[src/hw/cfbs_cfg.svh]
// Offsets, field positions, reset values and timing counts for the charger supervisor.
// Assumes a 25 MHz clock; included by the supervisor module.
`ifndef CFBS_CFG_SVH
`define CFBS_CFG_SVH

// ----------------------------------------------------------------------------
// Register map
// ----------------------------------------------------------------------------
`define CFBS_FAULT_ADDR 8'h0D
`define CFBS_CTRL_ADDR 8'h07
`define CFBS_CFG2_ADDR 8'h08
`define CFBS_STATUS_ADDR 8'h0B
`define CFBS_FLT_TSD_BIT 0
`define CFBS_FLT_WARN_BIT 1
`define CFBS_FLT_SHORT_BIT 2
`define CFBS_FLT_THROPEN_BIT 3
`define CFBS_CTRL_THR_EN_BIT 4
`define CFBS_CFG2_ZONE_EN_BIT 7
`define CFBS_CFG2_ZONE_SEL_BIT 6
`define CFBS_CTRL_RESET 8'h00
`define CFBS_CHG_FAULT_CODE 3'h6

// ----------------------------------------------------------------------------
// Timing
// ----------------------------------------------------------------------------
`define CFBS_CLK_HZ 25000000
`define CFBS_THR_PERIOD_MS 167
`define CFBS_THR_CYCLES ((`CFBS_CLK_HZ / 1000) * `CFBS_THR_PERIOD_MS)
`define CFBS_TRICKLE_MIN 60
`define CFBS_TRICKLE_CYCLES (64'(`CFBS_CLK_HZ) * 60 * `CFBS_TRICKLE_MIN)
`define CFBS_DETECT_MS 10
`define CFBS_DETECT_CYCLES ((`CFBS_CLK_HZ / 1000) * `CFBS_DETECT_MS)
`define CFBS_SHORT_MS 30
`define CFBS_SHORT_CYCLES ((`CFBS_CLK_HZ / 1000) * `CFBS_SHORT_MS)

`endif

[src/hw/cfbs_pkg.sv]
// Types for the charger supervisor.
// Assumes cfbs_cfg.svh sits beside it.
package cfbs_pkg;

	// ------------------------------------------------------------------------
	// Modes
	// ------------------------------------------------------------------------
	typedef enum logic [2:0] {
		CFBS_IDLE,
		CFBS_SINK,
		CFBS_SOURCE,
		CFBS_TRICKLE,
		CFBS_FAST,
		CFBS_FAULT,
		CFBS_NOBAT
	} cfbs_phase_e;

	typedef enum logic [1:0] {
		CFBS_ISO_OFF,
		CFBS_ISO_REG,
		CFBS_ISO_FULL
	} cfbs_iso_e;

	typedef enum logic [2:0] {
		CFBS_Z_COLD,
		CFBS_Z_COOL,
		CFBS_Z_TYP,
		CFBS_Z_WARM,
		CFBS_Z_HOT
	} cfbs_zone_e;

	// ------------------------------------------------------------------------
	// Comparator inputs
	// ------------------------------------------------------------------------
	typedef struct packed {
		logic die_above_sd;
		logic die_below_sd_fall;
		logic die_above_warn;
		logic supply_good;
		logic supply_in_range;
		logic bat_above_2v5;
		logic bat_above_low_detect;
		logic bat_above_high_detect;
		logic sense_above_high_detect;
		logic bat_above_dead;
		logic bat_above_sys_reg;
		logic bat_above_short;
		logic sys_below_bat;
		logic thr_open;
		logic thr_below_0c;
		logic thr_below_10c;
		logic thr_above_45c;
		logic thr_above_60c;
	} cfbs_cmp_s;

	// ------------------------------------------------------------------------
	// Control outputs
	// ------------------------------------------------------------------------
	typedef struct packed {
		logic charge_en;
		logic half_current;
		logic vtrm_minus_100mv;
		logic sink_en;
		logic source_en;
		logic trickle;
		logic sys_at_trickle_level;
		logic thr_source_on;
		cfbs_iso_e iso_mode;
	} cfbs_ctl_s;

endpackage : cfbs_pkg

[src/hw/cfbs_supervisor.sv]
// Charger fault and battery supervisor: thermal flags, detection, isolation switch, zones.
// Assumes comparator inputs synchronous to clk_i and a byte register port (addr, wr, rd).
`timescale 1ns/1ns
`include "cfbs_cfg.svh"

module cfbs_supervisor #(
	parameter int unsigned DETECT_CYCLES = `CFBS_DETECT_CYCLES,
	parameter int unsigned SHORT_CYCLES = `CFBS_SHORT_CYCLES,
	parameter int unsigned THR_CYCLES = `CFBS_THR_CYCLES,
	parameter longint unsigned TRICKLE_CYCLES = `CFBS_TRICKLE_CYCLES,
	parameter bit ZONE_EN_PRESET = 1'b0,
	parameter bit ZONE_SEL_PRESET = 1'b0
) (
	input wire logic clk_i,
	input wire logic rst_i,
	input wire logic ce_i,
	input wire logic charge_request_i,
	input wire cfbs_pkg::cfbs_cmp_s cmp_i,
	input wire logic [7:0] reg_addr_i,
	input wire logic reg_wr_i,
	input wire logic [7:0] reg_wdata_i,
	input wire logic reg_rd_i,
	output logic [7:0] reg_rdata_o,
	output cfbs_pkg::cfbs_ctl_s ctl_o,
	output logic [2:0] charger_state_o
);

	// ------------------------------------------------------------------------
	// State
	// ------------------------------------------------------------------------
	typedef struct packed {
		cfbs_pkg::cfbs_phase_e phase;
		logic [31:0] phase_cnt;
		logic [31:0] short_cnt;
		logic [31:0] thr_cnt;
		logic [37:0] trk_cnt;
		logic tsd_flag;
		logic warn_flag;
		logic short_flag;
		logic thr_open_flag;
		logic thr_en;
		logic zone_en;
		logic zone_sel;
		logic thr_phase;
		logic [7:0] rdata;
		cfbs_pkg::cfbs_ctl_s ctl;
		logic [2:0] state_code;
	} cfbs_state_s;

	cfbs_state_s s_q;
	cfbs_state_s s_d;

	logic sense_on;
	logic hot_cold;
	cfbs_pkg::cfbs_zone_e zone;
	logic fault_clear;
	logic charging;
	cfbs_pkg::cfbs_iso_e iso_base;

	// ------------------------------------------------------------------------
	// Zone and sensing decode
	// ------------------------------------------------------------------------
	always_comb begin
		fault_clear = reg_wr_i && (reg_addr_i == `CFBS_FAULT_ADDR) && (reg_wdata_i != 8'h00);
		if (cmp_i.supply_in_range) begin
			sense_on = 1'b1;
		end else begin
			sense_on = cmp_i.bat_above_2v5 && s_q.thr_en;
		end
		if (cmp_i.thr_open || cmp_i.thr_below_0c) begin
			zone = cfbs_pkg::CFBS_Z_COLD;
		end else if (cmp_i.thr_above_60c) begin
			zone = cfbs_pkg::CFBS_Z_HOT;
		end else if (cmp_i.thr_above_45c) begin
			zone = cfbs_pkg::CFBS_Z_WARM;
		end else if (cmp_i.thr_below_10c) begin
			zone = cfbs_pkg::CFBS_Z_COOL;
		end else begin
			zone = cfbs_pkg::CFBS_Z_TYP;
		end
		hot_cold = sense_on && ((zone == cfbs_pkg::CFBS_Z_COLD) || (zone == cfbs_pkg::CFBS_Z_HOT));
		charging = (s_q.phase == cfbs_pkg::CFBS_TRICKLE) || (s_q.phase == cfbs_pkg::CFBS_FAST);

		// ------------------------------------------------------------------------
		// Isolation base from cell voltage
		// ------------------------------------------------------------------------
		if (cmp_i.bat_above_sys_reg) begin
			iso_base = cfbs_pkg::CFBS_ISO_FULL;
		end else if (cmp_i.bat_above_dead) begin
			iso_base = cfbs_pkg::CFBS_ISO_REG;
		end else begin
			iso_base = cfbs_pkg::CFBS_ISO_OFF;
		end
	end

	// ------------------------------------------------------------------------
	// Next state
	// ------------------------------------------------------------------------
	always_comb begin
		s_d = s_q;
		s_d.phase_cnt = s_q.phase_cnt + 32'h0000_0001;

		// ------------------------------------------------------------------------
		// Fault flags: set wins over clear
		// ------------------------------------------------------------------------
		if (fault_clear && reg_wdata_i[`CFBS_FLT_TSD_BIT]) begin
			s_d.tsd_flag = 1'b0;
		end
		if (fault_clear && reg_wdata_i[`CFBS_FLT_WARN_BIT]) begin
			s_d.warn_flag = 1'b0;
		end
		if (fault_clear && reg_wdata_i[`CFBS_FLT_SHORT_BIT]) begin
			s_d.short_flag = 1'b0;
		end
		if (fault_clear && reg_wdata_i[`CFBS_FLT_THROPEN_BIT]) begin
			s_d.thr_open_flag = 1'b0;
		end
		if (cmp_i.die_above_sd) begin
			s_d.tsd_flag = 1'b1;
		end
		if (cmp_i.die_above_warn) begin
			s_d.warn_flag = 1'b1;
		end
		if (sense_on && cmp_i.thr_open) begin
			s_d.thr_open_flag = 1'b1;
		end

		// ------------------------------------------------------------------------
		// Register writes
		// ------------------------------------------------------------------------
		if (reg_wr_i && (reg_addr_i == `CFBS_CTRL_ADDR)) begin
			s_d.thr_en = reg_wdata_i[`CFBS_CTRL_THR_EN_BIT];
		end
		if (reg_wr_i && (reg_addr_i == `CFBS_CFG2_ADDR)) begin
			s_d.zone_en = reg_wdata_i[`CFBS_CFG2_ZONE_EN_BIT];
			s_d.zone_sel = reg_wdata_i[`CFBS_CFG2_ZONE_SEL_BIT];
		end

		// ------------------------------------------------------------------------
		// Thermistor source switching
		// ------------------------------------------------------------------------
		if (sense_on) begin
			if (s_q.thr_cnt >= THR_CYCLES - 1) begin
				s_d.thr_cnt = 32'h0000_0000;
				s_d.thr_phase = ~s_q.thr_phase;
			end else begin
				s_d.thr_cnt = s_q.thr_cnt + 32'h0000_0001;
			end
		end else begin
			s_d.thr_cnt = 32'h0000_0000;
			s_d.thr_phase = 1'b0;
		end

		// ------------------------------------------------------------------------
		// Detection and charge sequence
		// ------------------------------------------------------------------------
		case (s_q.phase)
			cfbs_pkg::CFBS_IDLE: begin
				if (charge_request_i && cmp_i.supply_good && !s_q.tsd_flag
					&& cmp_i.die_below_sd_fall) begin
					s_d.phase = cfbs_pkg::CFBS_SINK;
					s_d.phase_cnt = 32'h0000_0000;
				end
			end
			cfbs_pkg::CFBS_SINK: begin
				if (s_q.phase_cnt >= DETECT_CYCLES - 1) begin
					s_d.phase_cnt = 32'h0000_0000;
					if (!cmp_i.bat_above_low_detect) begin
						s_d.phase = cfbs_pkg::CFBS_SOURCE;
					end else begin
						s_d.phase = cfbs_pkg::CFBS_FAST;
					end
				end
			end
			cfbs_pkg::CFBS_SOURCE: begin
				if (cmp_i.bat_above_high_detect) begin
					s_d.phase = cfbs_pkg::CFBS_NOBAT;
				end else if (s_q.phase_cnt >= DETECT_CYCLES - 1) begin
					s_d.phase_cnt = 32'h0000_0000;
					if (!cmp_i.bat_above_high_detect || !cmp_i.sense_above_high_detect) begin
						s_d.phase = cfbs_pkg::CFBS_TRICKLE;
						s_d.short_cnt = 32'h0000_0000;
						s_d.trk_cnt = 38'h00_0000_0000;
					end else begin
						s_d.phase = cfbs_pkg::CFBS_FAST;
					end
				end
			end
			cfbs_pkg::CFBS_TRICKLE: begin
				s_d.trk_cnt = s_q.trk_cnt + 38'h00_0000_0001;
				if (!s_q.short_flag) begin
					if (cmp_i.bat_above_short) begin
						s_d.short_cnt = 32'h0000_0000;
						if (cmp_i.bat_above_dead) begin
							s_d.phase = cfbs_pkg::CFBS_FAST;
						end
					end else if (s_q.short_cnt >= SHORT_CYCLES - 1) begin
						s_d.short_flag = 1'b1;
					end else begin
						s_d.short_cnt = s_q.short_cnt + 32'h0000_0001;
					end
				end
				if (64'(s_q.trk_cnt) >= TRICKLE_CYCLES - 1) begin
					s_d.phase = cfbs_pkg::CFBS_FAULT;
				end
			end
			cfbs_pkg::CFBS_FAST: begin
				if (!charge_request_i) begin
					s_d.phase = cfbs_pkg::CFBS_IDLE;
				end
			end
			cfbs_pkg::CFBS_FAULT: begin
				if (fault_clear) begin
					s_d.phase = cfbs_pkg::CFBS_IDLE;
				end
			end
			cfbs_pkg::CFBS_NOBAT: begin
				if (!charge_request_i) begin
					s_d.phase = cfbs_pkg::CFBS_IDLE;
				end
			end
			default: begin
				s_d.phase = cfbs_pkg::CFBS_IDLE;
			end
		endcase
		if (cmp_i.die_above_sd || (s_q.tsd_flag && charging)) begin
			s_d.phase = cfbs_pkg::CFBS_IDLE;
		end
		if (!cmp_i.supply_good && s_q.phase != cfbs_pkg::CFBS_FAULT) begin
			s_d.phase = cfbs_pkg::CFBS_IDLE;
		end

		// ------------------------------------------------------------------------
		// Outputs
		// ------------------------------------------------------------------------
		s_d.ctl.sink_en = (s_q.phase == cfbs_pkg::CFBS_SINK);
		s_d.ctl.source_en = (s_q.phase == cfbs_pkg::CFBS_SOURCE);
		s_d.ctl.trickle = (s_q.phase == cfbs_pkg::CFBS_TRICKLE);
		s_d.ctl.sys_at_trickle_level = s_q.short_flag;
		s_d.ctl.charge_en = charging && !s_q.tsd_flag && !cmp_i.die_above_sd
			&& !(s_q.zone_en && hot_cold)
			&& !(sense_on && cmp_i.thr_open);
		s_d.ctl.thr_source_on = sense_on && s_q.thr_phase;
		s_d.ctl.half_current = s_q.zone_en && sense_on && !s_q.zone_sel
			&& (zone == cfbs_pkg::CFBS_Z_COOL);
		s_d.ctl.vtrm_minus_100mv = s_q.zone_en && sense_on
			&& ((zone == cfbs_pkg::CFBS_Z_WARM)
			|| (s_q.zone_sel && zone == cfbs_pkg::CFBS_Z_COOL));

		// ------------------------------------------------------------------------
		// Isolation switch mode
		// ------------------------------------------------------------------------
		if (!cmp_i.supply_good) begin
			s_d.ctl.iso_mode = cfbs_pkg::CFBS_ISO_FULL;
		end else if (s_q.short_flag && s_q.phase == cfbs_pkg::CFBS_TRICKLE) begin
			s_d.ctl.iso_mode = cfbs_pkg::CFBS_ISO_OFF;
		end else if (cmp_i.sys_below_bat) begin
			s_d.ctl.iso_mode = cfbs_pkg::CFBS_ISO_FULL;
		end else if (s_q.phase == cfbs_pkg::CFBS_TRICKLE) begin
			s_d.ctl.iso_mode = cfbs_pkg::CFBS_ISO_OFF;
		end else if (s_q.zone_en && hot_cold && iso_base == cfbs_pkg::CFBS_ISO_OFF) begin
			s_d.ctl.iso_mode = cfbs_pkg::CFBS_ISO_REG;
		end else begin
			s_d.ctl.iso_mode = iso_base;
		end

		// ------------------------------------------------------------------------
		// Charger state code
		// ------------------------------------------------------------------------
		s_d.state_code = (s_q.phase == cfbs_pkg::CFBS_FAULT) ? `CFBS_CHG_FAULT_CODE
			: {1'b0, s_q.phase[1:0]};

		// ------------------------------------------------------------------------
		// Register reads
		// ------------------------------------------------------------------------
		if (reg_rd_i) begin
			case (reg_addr_i)
				`CFBS_FAULT_ADDR: begin
					s_d.rdata = {4'h0, s_q.thr_open_flag, s_q.short_flag, s_q.warn_flag, s_q.tsd_flag};
				end
				`CFBS_CTRL_ADDR: begin
					s_d.rdata = {3'h0, s_q.thr_en, 4'h0};
				end
				`CFBS_CFG2_ADDR: begin
					s_d.rdata = {s_q.zone_en, s_q.zone_sel, 6'h00};
				end
				`CFBS_STATUS_ADDR: begin
					s_d.rdata = {3'h0, zone, 2'h0} | {5'h00, s_q.state_code};
				end
				default: begin
					s_d.rdata = 8'h00;
				end
			endcase
		end
	end

	// ------------------------------------------------------------------------
	// Registers
	// ------------------------------------------------------------------------
	always_ff @(posedge clk_i) begin
		if (rst_i) begin
			s_q <= '0;
			s_q.phase <= cfbs_pkg::CFBS_IDLE;
			s_q.zone_en <= ZONE_EN_PRESET;
			s_q.zone_sel <= ZONE_SEL_PRESET;
			s_q.ctl.iso_mode <= cfbs_pkg::CFBS_ISO_FULL;
		end else if (ce_i) begin
			s_q <= s_d;
		end
	end

	assign reg_rdata_o = s_q.rdata;
	assign ctl_o = s_q.ctl;
	assign charger_state_o = s_q.state_code;

endmodule : cfbs_supervisor

[config.mk]
export PLATFORM = sky130hd
export DESIGN_NAME = cfbs_supervisor
export DESIGN_NICKNAME = d
export VERILOG_FILES = /design/src/hw/cfbs_pkg.sv /design/src/hw/cfbs_supervisor.sv
export VERILOG_INCLUDE_DIRS = /design/src /design/src/hw
export SDC_FILE = /design/constraint.sdc
export NUM_CORES = 1
export LEC_CHECK = 0
export ABC_CLOCK_PERIOD_IN_PS = 4000
export BUFFER_PORTS_ARGS = -buffer_cell sky130_fd_sc_hd__buf_2
export CORE_MARGIN = 10
export CORE_UTILIZATION = 50
export CTS_CLUSTER_DIAMETER = 120
export DETAILED_ROUTE_END_ITERATION = 8
export GPL_TIMING_DRIVEN = 0
export PLACE_DENSITY_LB_ADDON = 0.3
export SYNTH_ARGS = -nofsm -noshare
export SYNTH_HDL_FRONTEND = slang
export SYNTH_SLANG_ARGS = --single-unit
[constraint.sdc]
create_clock -name clk_i -period 4 [get_ports clk_i]
set_clock_uncertainty 0.1 [all_clocks]
set_input_delay 0.4 -clock clk_i [delete_from_list [all_inputs] [get_ports clk_i]]
set_output_delay 0.4 -clock clk_i [all_outputs]
set_load 0.01 [all_outputs]
==> results_tabular.tex, run 1 <==
\begin{tabular}{lr}
\hline
Metric & Value \\
\hline
\multicolumn{2}{l}{\textbf{Status}} \\
\quad Status & complete, no violations \\
\multicolumn{2}{l}{\textbf{Clock tree}} \\
\quad CTS clock-pin slew for the worst setup and hold paths & 0.07 ns \\
\quad Maximum level of the CTS H-tree & 4 \\
\quad Postcts setup bufs & 0 \\
\quad Later-pin clock latency in the skew report & roughly 0.43 ns \\
\quad Clock tree buffer depth & 2 \\
\quad CTS tree & done \\
\quad Hold\_buf cts & 0 \\
\quad Clock root cell & sky130\_fd\_sc\_hd\_\_clkbuf\_16 \\
\quad Total clock buffers created by CTS & 17 \\
\quad Post-cts sizing count & 0 \\
\quad Clk sink count & 165 \\
\multicolumn{2}{l}{\textbf{Synthesis}} \\
\quad Synth Warn \# & 0 \\
\quad Netlist area before placement & 8600 µm² \\
\quad Syn\_nets & 1,092 \\
\quad Primary flip-flop cell chosen by synthesis mapping & sky130\_fd\_sc\_hd\_\_dfxtp\_1 \\
\quad Post-synthesis async set-or-reset flop share & 0\% \\
\quad Synth top area share & 38.4\% \\
\quad Average footprint of a synthesized cell & 8.21 µm² \\
\quad Most area-hungry cell type in the Yosys netlist & sky130\_fd\_sc\_hd\_\_dfxtp\_1 \\
\quad Post-synth EDFFs & 0 \\
\quad Count of different cell masters after synthesis & between 70 and 80 \\
\quad Register bit total from synthesis & 165 \\
\quad Sequential cell area fraction in the yosys report & 38.4\% \\
\quad Cell count after synthesis & around 1,000 \\
\quad Cell types with the largest area share after synthesis & sky130\_fd\_sc\_hd\_\_dfxtp\_1, sky130\_fd\_sc\_hd\_\_nor2\_1, sky130\_fd\_sc\_hd\_\_xnor2\_1, sky130\_fd\_sc\_hd\_\_xor2\_1, sky130\_fd\_sc\_hd\_\_nand2\_1 \\
\multicolumn{2}{l}{\textbf{Floorplan}} \\
\quad Die width & roughly 150 µm \\
\quad Core region area & 16,700 µm² \\
\quad Die area & 22,900 µm² \\
\quad Initial standard-cell utilization of the core & about half \\
\quad Rows & 47 \\
\quad I/O pin count & 61 \\
\quad Vert. Die Dim & approximately 150 µm \\
\multicolumn{2}{l}{\textbf{Detailed routing}} \\
\quad Mean number of vias per cell & 5.72 \\
\quad Antenna Violating Nets Remaining & 0 \\
\quad Via count & $\sim$7,800 \\
\quad First-pass iteration count of the detailed router & 5 \\
\quad Routed WL & 21.2 mm \\
\quad Final routed DRC violation total & 0 \\
\quad Detailed-route wire length per cell & 15.7 µm \\
\quad Number of DRC violations after detailed-routing iteration 0 & 550 \\
\multicolumn{2}{l}{\textbf{Hold path}} \\
\quad Worst hold-check path type & primary input to register \\
\quad Hold-critical path depth & 2 \\
\quad Hold EP & s\_d[6] \\
\quad Worst min-delay path startpoint & reg\_wdata\_i[2] \\
\multicolumn{2}{l}{\textbf{STA}} \\
\quad Final count of pins violating max slew & 0 \\
\quad Pin slew with the least headroom to its limit & 0.979 ns \\
\quad Fin crit period & 2.67 ns \\
\quad Unrepaired setup endpoints after global routing & false \\
\quad Worst hold margin & between 0.1 and 0.15 ns \\
\quad Setup tns final & 0 ns \\
\quad Max Freq & 375 MHz \\
\quad Finish-stage setup viols & 0 \\
\quad Final period util & 66.7\% \\
\quad Max-slew headroom at the worst pin & 33.1\% \\
\quad Final Hold Viols & 0 \\
\multicolumn{2}{l}{\textbf{Critical path}} \\
\quad Slowest cell on the critical path & sky130\_fd\_sc\_hd\_\_a2111oi\_0 \\
\quad Worst R2R Setup Slack & 1.33 ns \\
\quad Worst flop-to-flop path startpoint & s\_q[163] \\
\quad Logic depth of the worst register-to-register path & 7 \\
\quad Arrival time reported for the critical path endpoint & 2.88 ns \\
\quad CP max stage delay & 0.62 ns \\
\quad Dominant delay contributor by cell family on the critical path & compound AO/OA/AOI/OAI gates \\
\quad Type of origin of the critical path & register \\
\quad Crit Path Category & register to register \\
\quad Maximum fanout count along the critical path & 10 \\
\quad Required time worst endpoint & 4.21 ns \\
\quad Worst setup EP type & register \\
\quad Endpoint of the lowest-slack register-to-register path & s\_q[165] \\
\quad Crit path buffers/inverters & 1 \\
\quad Cells along the critical path & clkbuf\_1 > nor3b\_1 > a21oi\_1 > a2111oi\_0 > o31ai\_1 > o211ai\_2 > mux2\_1 \\
\multicolumn{2}{l}{\textbf{GRT}} \\
\quad Number of global-route vias before repair & a little over 7,000 \\
\quad Wire length of the first global-routing pass & about 35 mm \\
\quad Remaining global-route overflow & 0 \\
\quad Global routing usage summed across all routing layers & 18.8\% \\
\quad Number of antenna violations at the first check in global routing & 1 \\
\quad Maximum number of pins on one net before global-route repair & 17 \\
\multicolumn{2}{l}{\textbf{Cells and area}} \\
\quad Syn-to-layout area delta & 13.5\% \\
\quad Diodes inserted & 0 \\
\quad Number of non-filler instances in the completed layout & roughly 1,400 \\
\quad Net count of the finished layout & 1,167 \\
\quad Ratio of cells with drive above 1 in the final layout & 13.2\% \\
\quad Total of fill cells in the finished design & 1,553 \\
\multicolumn{2}{l}{\textbf{Place}} \\
\quad Gpl congestion & 0.931 \\
\quad Port Buf Inserts & 56 \\
\quad DP Wirelength & 15.3 mm \\
\quad Cell Count Post-Placement & 1,324 \\
\multicolumn{2}{l}{\textbf{Power}} \\
\quad Proportion of power drawn by combinational gates & between 3 and 4\% \\
\quad Switching portion of total power & approximately a quarter \\
\quad Total net switching power & between 800 and 900 µW \\
\quad Leakage power & 0.00349 µW \\
\quad Power density normalized to cell area & 355 nW/µm² \\
\quad Flop pwr share & 47.7\% \\
\quad Part of the total power dissipated in the clock network & 48.4\% \\
\quad Internal power & around 2700 µW \\
\quad Worst-case vdd ir drop & approximately 320 µV \\
\multicolumn{2}{l}{\textbf{Job}} \\
\quad Max-cap violations & 0 \\
\hline
\end{tabular}
==> cells by family after synthesis <==
family	share of synthesized area (%)
other	0.0436
xor gates and xnor gates	8.76
AOI/OAI and AO/OA	12.1
buffers and inverters	5.34
muxes	2.11
DFF	38.4
adders and majority gates	0.582
and+or+nand+nor	32.6
==> metal layers <==
metal	wire length [µm]	part of all wire [%]	GRT usage (%)
met1	10400	49	25.7
met2	9290	44	28.4
met3	1190	5.6	4.15
met4	367	1.7	6.74
met5	11	0.052	0
==> cells in the final DEF, fill, tap and decap left out, types with 7 or more instances in the layout <==
cell type                   netlist  layout
sky130_fd_sc_hd__a21oi_1         57      57
sky130_fd_sc_hd__a31oi_1          9       9
sky130_fd_sc_hd__and2_1          15      15
sky130_fd_sc_hd__and3_1          21      21
sky130_fd_sc_hd__and4_1          12      12
sky130_fd_sc_hd__buf_2            7      63
sky130_fd_sc_hd__buf_4           30      30
sky130_fd_sc_hd__clkbuf_1        26      26
sky130_fd_sc_hd__clkbuf_16        0      17
sky130_fd_sc_hd__dfxtp_1        165     165
sky130_fd_sc_hd__inv_1           16      16
sky130_fd_sc_hd__mux2i_1         17      17
sky130_fd_sc_hd__nand2_1         89      89
sky130_fd_sc_hd__nand2b_1         7       7
sky130_fd_sc_hd__nand3_1         54      54
sky130_fd_sc_hd__nand4_1         47      47
sky130_fd_sc_hd__nor2_1         159     159
sky130_fd_sc_hd__nor3_1          24      24
sky130_fd_sc_hd__nor4_1          37      37
sky130_fd_sc_hd__o21ai_0         20      20
sky130_fd_sc_hd__o31ai_1         14      14
sky130_fd_sc_hd__or3_1           14      14
sky130_fd_sc_hd__or4_1           16      16
sky130_fd_sc_hd__xnor2_1         46      46
sky130_fd_sc_hd__xor2_1          40      40
==> power by group through the flow <==
stage,Clock (µW),Sequential [µW],Combinational [µW]
floorplan,0,1690,78.5
global placement,0,1690,133
detailed placement,0,1690,135
CTS,1710,1650,135
global route,1780,1650,150
finish,1680,1660,136
==> synth_stat cells (all sizes together) (3+ instances only) <==
master / n
clkbuf: 26
o31ai: 14
a211oi: 5
a2111oi: 3
nor2b: 4
nor3: 25
a22o: 3
and4: 12
a211o: 4
a21oi: 57
ha: 4
o211ai: 3
or3: 14
mux2i: 17
nor2: 160
nand2b: 8
or4: 18
nand2: 89
nor3b: 6
nor4: 42
a22oi: 6
nand4b: 6
o21ai: 24
and2: 15
o21a: 3
dfxtp: 165
a31oi: 10
xnor2: 46
and3: 21
inv: 16
and3b: 3
nand3: 56
a41oi: 3
a21o: 3
nand4: 48
xor2: 40
buf: 41
==> registers in the layout (all words and copies together), names as in the netlist <==
signal and cells:
s_q 144, ctl_o 10, charger_state_o 3, s_d 1, reg_rdata_o 7
==> how the worst max path moves through the flow <==
stage | slack, ns | startpoint | end | cells past startpoint
CTS | 1.39 | s_q[163] | s_q[165] | 7
finish | 1.33 | s_q[163] | s_q[165] | 7
global placement | 1.45 | s_q[163] | s_q[165] | 7
floorplan | 1.81 | reg_addr_i[5] | s_q[165] | 6
global route | 1.22 | s_q[163] | s_q[165] | 7
detailed placement | 1.40 | s_q[163] | s_q[165] | 7
==> through the flow <==
step | power, µW | area (µm²) | setup WS (ns) | utilization [%]
detailed placement | 1830 | 9160 | 1.40 | 54.8
CTS | 3500 | 9760 | 1.39 | 58.4
floorplan | 1770 | 8600 | 1.81 | -
finish | 3470 | 9760 | 1.33 | 58.4
global route | 3590 | 9760 | 1.22 | 58.4
global placement | 1830 | 9160 | 1.45 | 54.8
==> cell type report <==
type | instances | area (µm²) | area share [%]
multi-input combinational | 799 | 4840 | 49.6
sequential | 165 | 3300 | 33.8
clock buffer | 18 | 439 | 4.50
buffer | 67 | 395 | 4.05
timing repair buffer | 56 | 280 | 2.87
tap | 220 | 275 | 2.82
clock inverter | 13 | 164 | 1.68
inverter | 17 | 63.8 | 0.654
No activity file was read; power rests on OpenSTA's default activity.
==> run 2, diff against run 1 <==
--- a/config.mk
+++ b/config.mk
@@ -6,7 +6,7 @@
 export SDC_FILE = /design/constraint.sdc
 export NUM_CORES = 1
 export LEC_CHECK = 0
-export ABC_CLOCK_PERIOD_IN_PS = 4000
+export ABC_CLOCK_PERIOD_IN_PS = 2800
 export BUFFER_PORTS_ARGS = -buffer_cell sky130_fd_sc_hd__buf_2
 export CORE_MARGIN = 10
 export CORE_UTILIZATION = 50
==> constraint.sdc (replaced) <==
create_clock -name clk_i -period 2.8 [get_ports clk_i]
set_clock_uncertainty 0.1 [all_clocks]
set_input_delay 0.28 -clock clk_i [delete_from_list [all_inputs] [get_ports clk_i]]
set_output_delay 0.28 -clock clk_i [all_outputs]
set_load 0.01 [all_outputs]
==> run 2 against run 1 <==
  * Die area stayed put
  * Design area is 0.31% higher
  * Critical path depth stayed put
  * Sequential power is 42% higher
  * First-iteration DRC count is 13% lower
  * Wire length is 0.29% higher
  * Clock power is 43% higher
  * Largest power group unchanged
  * Largest cell class unchanged
==> results_tabular.tex, run 2 (same netlist as run 1, synthesis figures left out) <==
\begin{tabular}{lr}
\hline
Metric & Value \\
\hline
\multicolumn{2}{l}{\textbf{Critical path}} \\
\quad Worst setup EP type & register \\
\quad Type of origin of the critical path & register \\
\quad Slowest cell on the critical path & sky130\_fd\_sc\_hd\_\_a2111oi\_0 \\
\quad CP max stage delay & 0.57 ns \\
\quad Arrival time reported for the critical path endpoint & between 2 and 3 ns \\
\quad Dominant delay contributor by cell family on the critical path & compound AO/OA/AOI/OAI gates \\
\quad Crit Path Category & register to register \\
\quad Maximum fanout count along the critical path & 10 \\
\quad Required time worst endpoint & 3.01 ns \\
\quad Cells along the critical path & clkbuf\_1 > nor3b\_1 > a21oi\_1 > a2111oi\_0 > o31ai\_1 > o211ai\_2 > mux2\_1 \\
\quad Crit path buffers/inverters & 1 \\
\multicolumn{2}{l}{\textbf{Cells and area}} \\
\quad Largest Register & s\_q \\
\quad Number of flip-flops in the largest register & $\sim$140 \\
\quad Ratio of cells with drive above 1 in the final layout & 13.2\% \\
\quad Commonest cells after routing, fill and taps aside & sky130\_fd\_sc\_hd\_\_dfxtp\_1, sky130\_fd\_sc\_hd\_\_nor2\_1, sky130\_fd\_sc\_hd\_\_nand2\_1 \\
\quad Diodes inserted & 0 \\
\quad Leading cell type in the layout, fill and taps excluded & sky130\_fd\_sc\_hd\_\_dfxtp\_1 \\
\quad Final non-filler cell area & 9790 µm² \\
\quad Syn-to-layout area delta & 13.8\% \\
\quad Net count of the finished layout & 1,170 \\
\quad Number of non-filler instances in the completed layout & 1,358 \\
\multicolumn{2}{l}{\textbf{Floorplan}} \\
\quad I/O pin count & 61 \\
\quad Rows & 47 \\
\quad Initial standard-cell utilization of the core & 51.5\% \\
\quad Die area & 22,900 µm² \\
\quad Die width & 151 µm \\
\quad Vert. Die Dim & 151 µm \\
\quad Core region area & about 17,000 µm² \\
\multicolumn{2}{l}{\textbf{Place}} \\
\quad Gpl congestion & 0.931 \\
\quad Port Buf Inserts & 56 \\
\quad Placement Cell Area & approximately 9200 µm² \\
\quad Cell Count Post-Placement & 1,324 \\
\quad DP Wirelength & 15.3 mm \\
\multicolumn{2}{l}{\textbf{Power}} \\
\quad Total power of the final layout & approximately 5000 µW \\
\quad Power density normalized to cell area & 507 nW/µm² \\
\quad Leakage power & 0.00350 µW \\
\quad Worst-case vdd ir drop & about 460 µV \\
\multicolumn{2}{l}{\textbf{STA}} \\
\quad Worst hold margin & 0.0167 ns \\
\quad Pin slew with the least headroom to its limit & 0.945 ns \\
\quad Final Hold Viols & 0 \\
\quad Setup tns final & 0 ns \\
\quad Fin crit period & around 2.6 ns \\
\quad Max Freq & between 300 and 400 MHz \\
\quad Max-slew headroom at the worst pin & 35.4\% \\
\quad Final count of pins violating max slew & 0 \\
\quad Finish-stage setup viols & 0 \\
\quad Unrepaired setup endpoints after global routing & false \\
\quad Final period util & 93.6\% \\
\multicolumn{2}{l}{\textbf{GRT}} \\
\quad Number of antenna violations at the first check in global routing & 1 \\
\quad Fraction of met2 tracks used by global routing & 28.4\% \\
\quad Met1 GRT Util & 25.7\% \\
\quad Global routing usage summed across all routing layers & 18.8\% \\
\quad Remaining global-route overflow & 0 \\
\quad Global-route met3 utilization & 4.15\% \\
\quad Number of global-route vias before repair & between 7,000 and 8,000 \\
\quad Wire length of the first global-routing pass & approximately 35 mm \\
\quad Most utilized layer in the global route result & met2 \\
\quad Maximum number of pins on one net before global-route repair & 17 \\
\multicolumn{2}{l}{\textbf{Detailed routing}} \\
\quad Final routed DRC violation total & 0 \\
\quad Routed WL & 21.3 mm \\
\quad Via count & between 7,000 and 8,000 \\
\quad Number of DRC violations after detailed-routing iteration 0 & 481 \\
\quad Antenna Violating Nets Remaining & 0 \\
\quad Detailed-route wire length per cell & 15.7 µm \\
\quad First-pass iteration count of the detailed router & 6 \\
\quad Mean number of vias per cell & roughly 5.7 \\
\multicolumn{2}{l}{\textbf{Clock tree}} \\
\quad Clock root cell & sky130\_fd\_sc\_hd\_\_clkbuf\_16 \\
\quad Hold\_buf cts & 3 \\
\quad Post-cts sizing count & 0 \\
\quad Total clock buffers created by CTS & 17 \\
\quad Later-pin clock latency in the skew report & 0.43 ns \\
\quad CTS tree & done \\
\quad Maximum level of the CTS H-tree & 4 \\
\quad CTS clock-pin slew for the worst setup and hold paths & 0.06 ns \\
\quad Clk sink count & 165 \\
\quad Postcts setup bufs & 0 \\
\quad Clock tree buffer depth & 2 \\
\multicolumn{2}{l}{\textbf{Hold path}} \\
\quad Worst hold-check path type & primary input to register \\
\multicolumn{2}{l}{\textbf{Status}} \\
\quad Status & complete, no violations \\
\multicolumn{2}{l}{\textbf{Job}} \\
\quad Max-cap violations & 0 \\
\hline
\end{tabular}
[run 2: changes by cell type in the layout (fill, tap and decap cells not counted)]
cell,change
sky130_fd_sc_hd__dlygate4sd3_1,+3
[run 2: metrics by stage]
stage | setup slack (ns) | util (%)
2_1_floorplan | 0.691 | -
3_3_place_gp | 0.250 | 54.8
3_5_place_dp | 0.200 | 54.8
4_1_cts | 0.186 | 58.6
5_1_grt | 0.0237 | 58.6
6_report | 0.179 | 58.6
[run 2: power breakdown]
part	switching (µW)	internal, µW
Sequential	8.85	2360
Clock	1030	1370
Combinational	127	71.0
[run 2: worst reg2reg max path: stages (launching register included)]
cell	delay [ns]
sky130_fd_sc_hd__dfxtp_1	0.37
sky130_fd_sc_hd__clkbuf_1	0.33
sky130_fd_sc_hd__nor3b_1	0.38
sky130_fd_sc_hd__a21oi_1	0.09
sky130_fd_sc_hd__a2111oi_0	0.57
sky130_fd_sc_hd__o31ai_1	0.17
sky130_fd_sc_hd__o211ai_2	0.14
sky130_fd_sc_hd__mux2_1	0.36
[run 2: layout make-up]
type                    instances  area [µm²]
inverters                      17        63.8
plain buffers                  67         395
flip-flops and latches        165        3300
clock inverters                13         164
fillers                      1549        6910
multi-input cells             799        4840
repair buffers                 59         310
well taps                     220         275
clock buffers                  18         439
[run 2: path summary, 6_finish.rpt]
kind                  start             end  slack (ns)  cells past startpoint
max reg2reg        s_q[163]        s_q[165]        0.18                      7
min          reg_wdata_i[4]         s_q[24]        0.02                      3
min reg2reg  reg_rdata_o[6]  reg_rdata_o[6]        0.36                      2
max                s_q[163]        s_q[165]        0.18                      7
[run 2: routing by layer]
metal / vias up / part of all wire [%]
met5: - / 0.052
met4: 2 / 1.7
met3: 32 / 5.6
met2: 224 / 44
met1: 3628 / 49
li1: 3916 / -
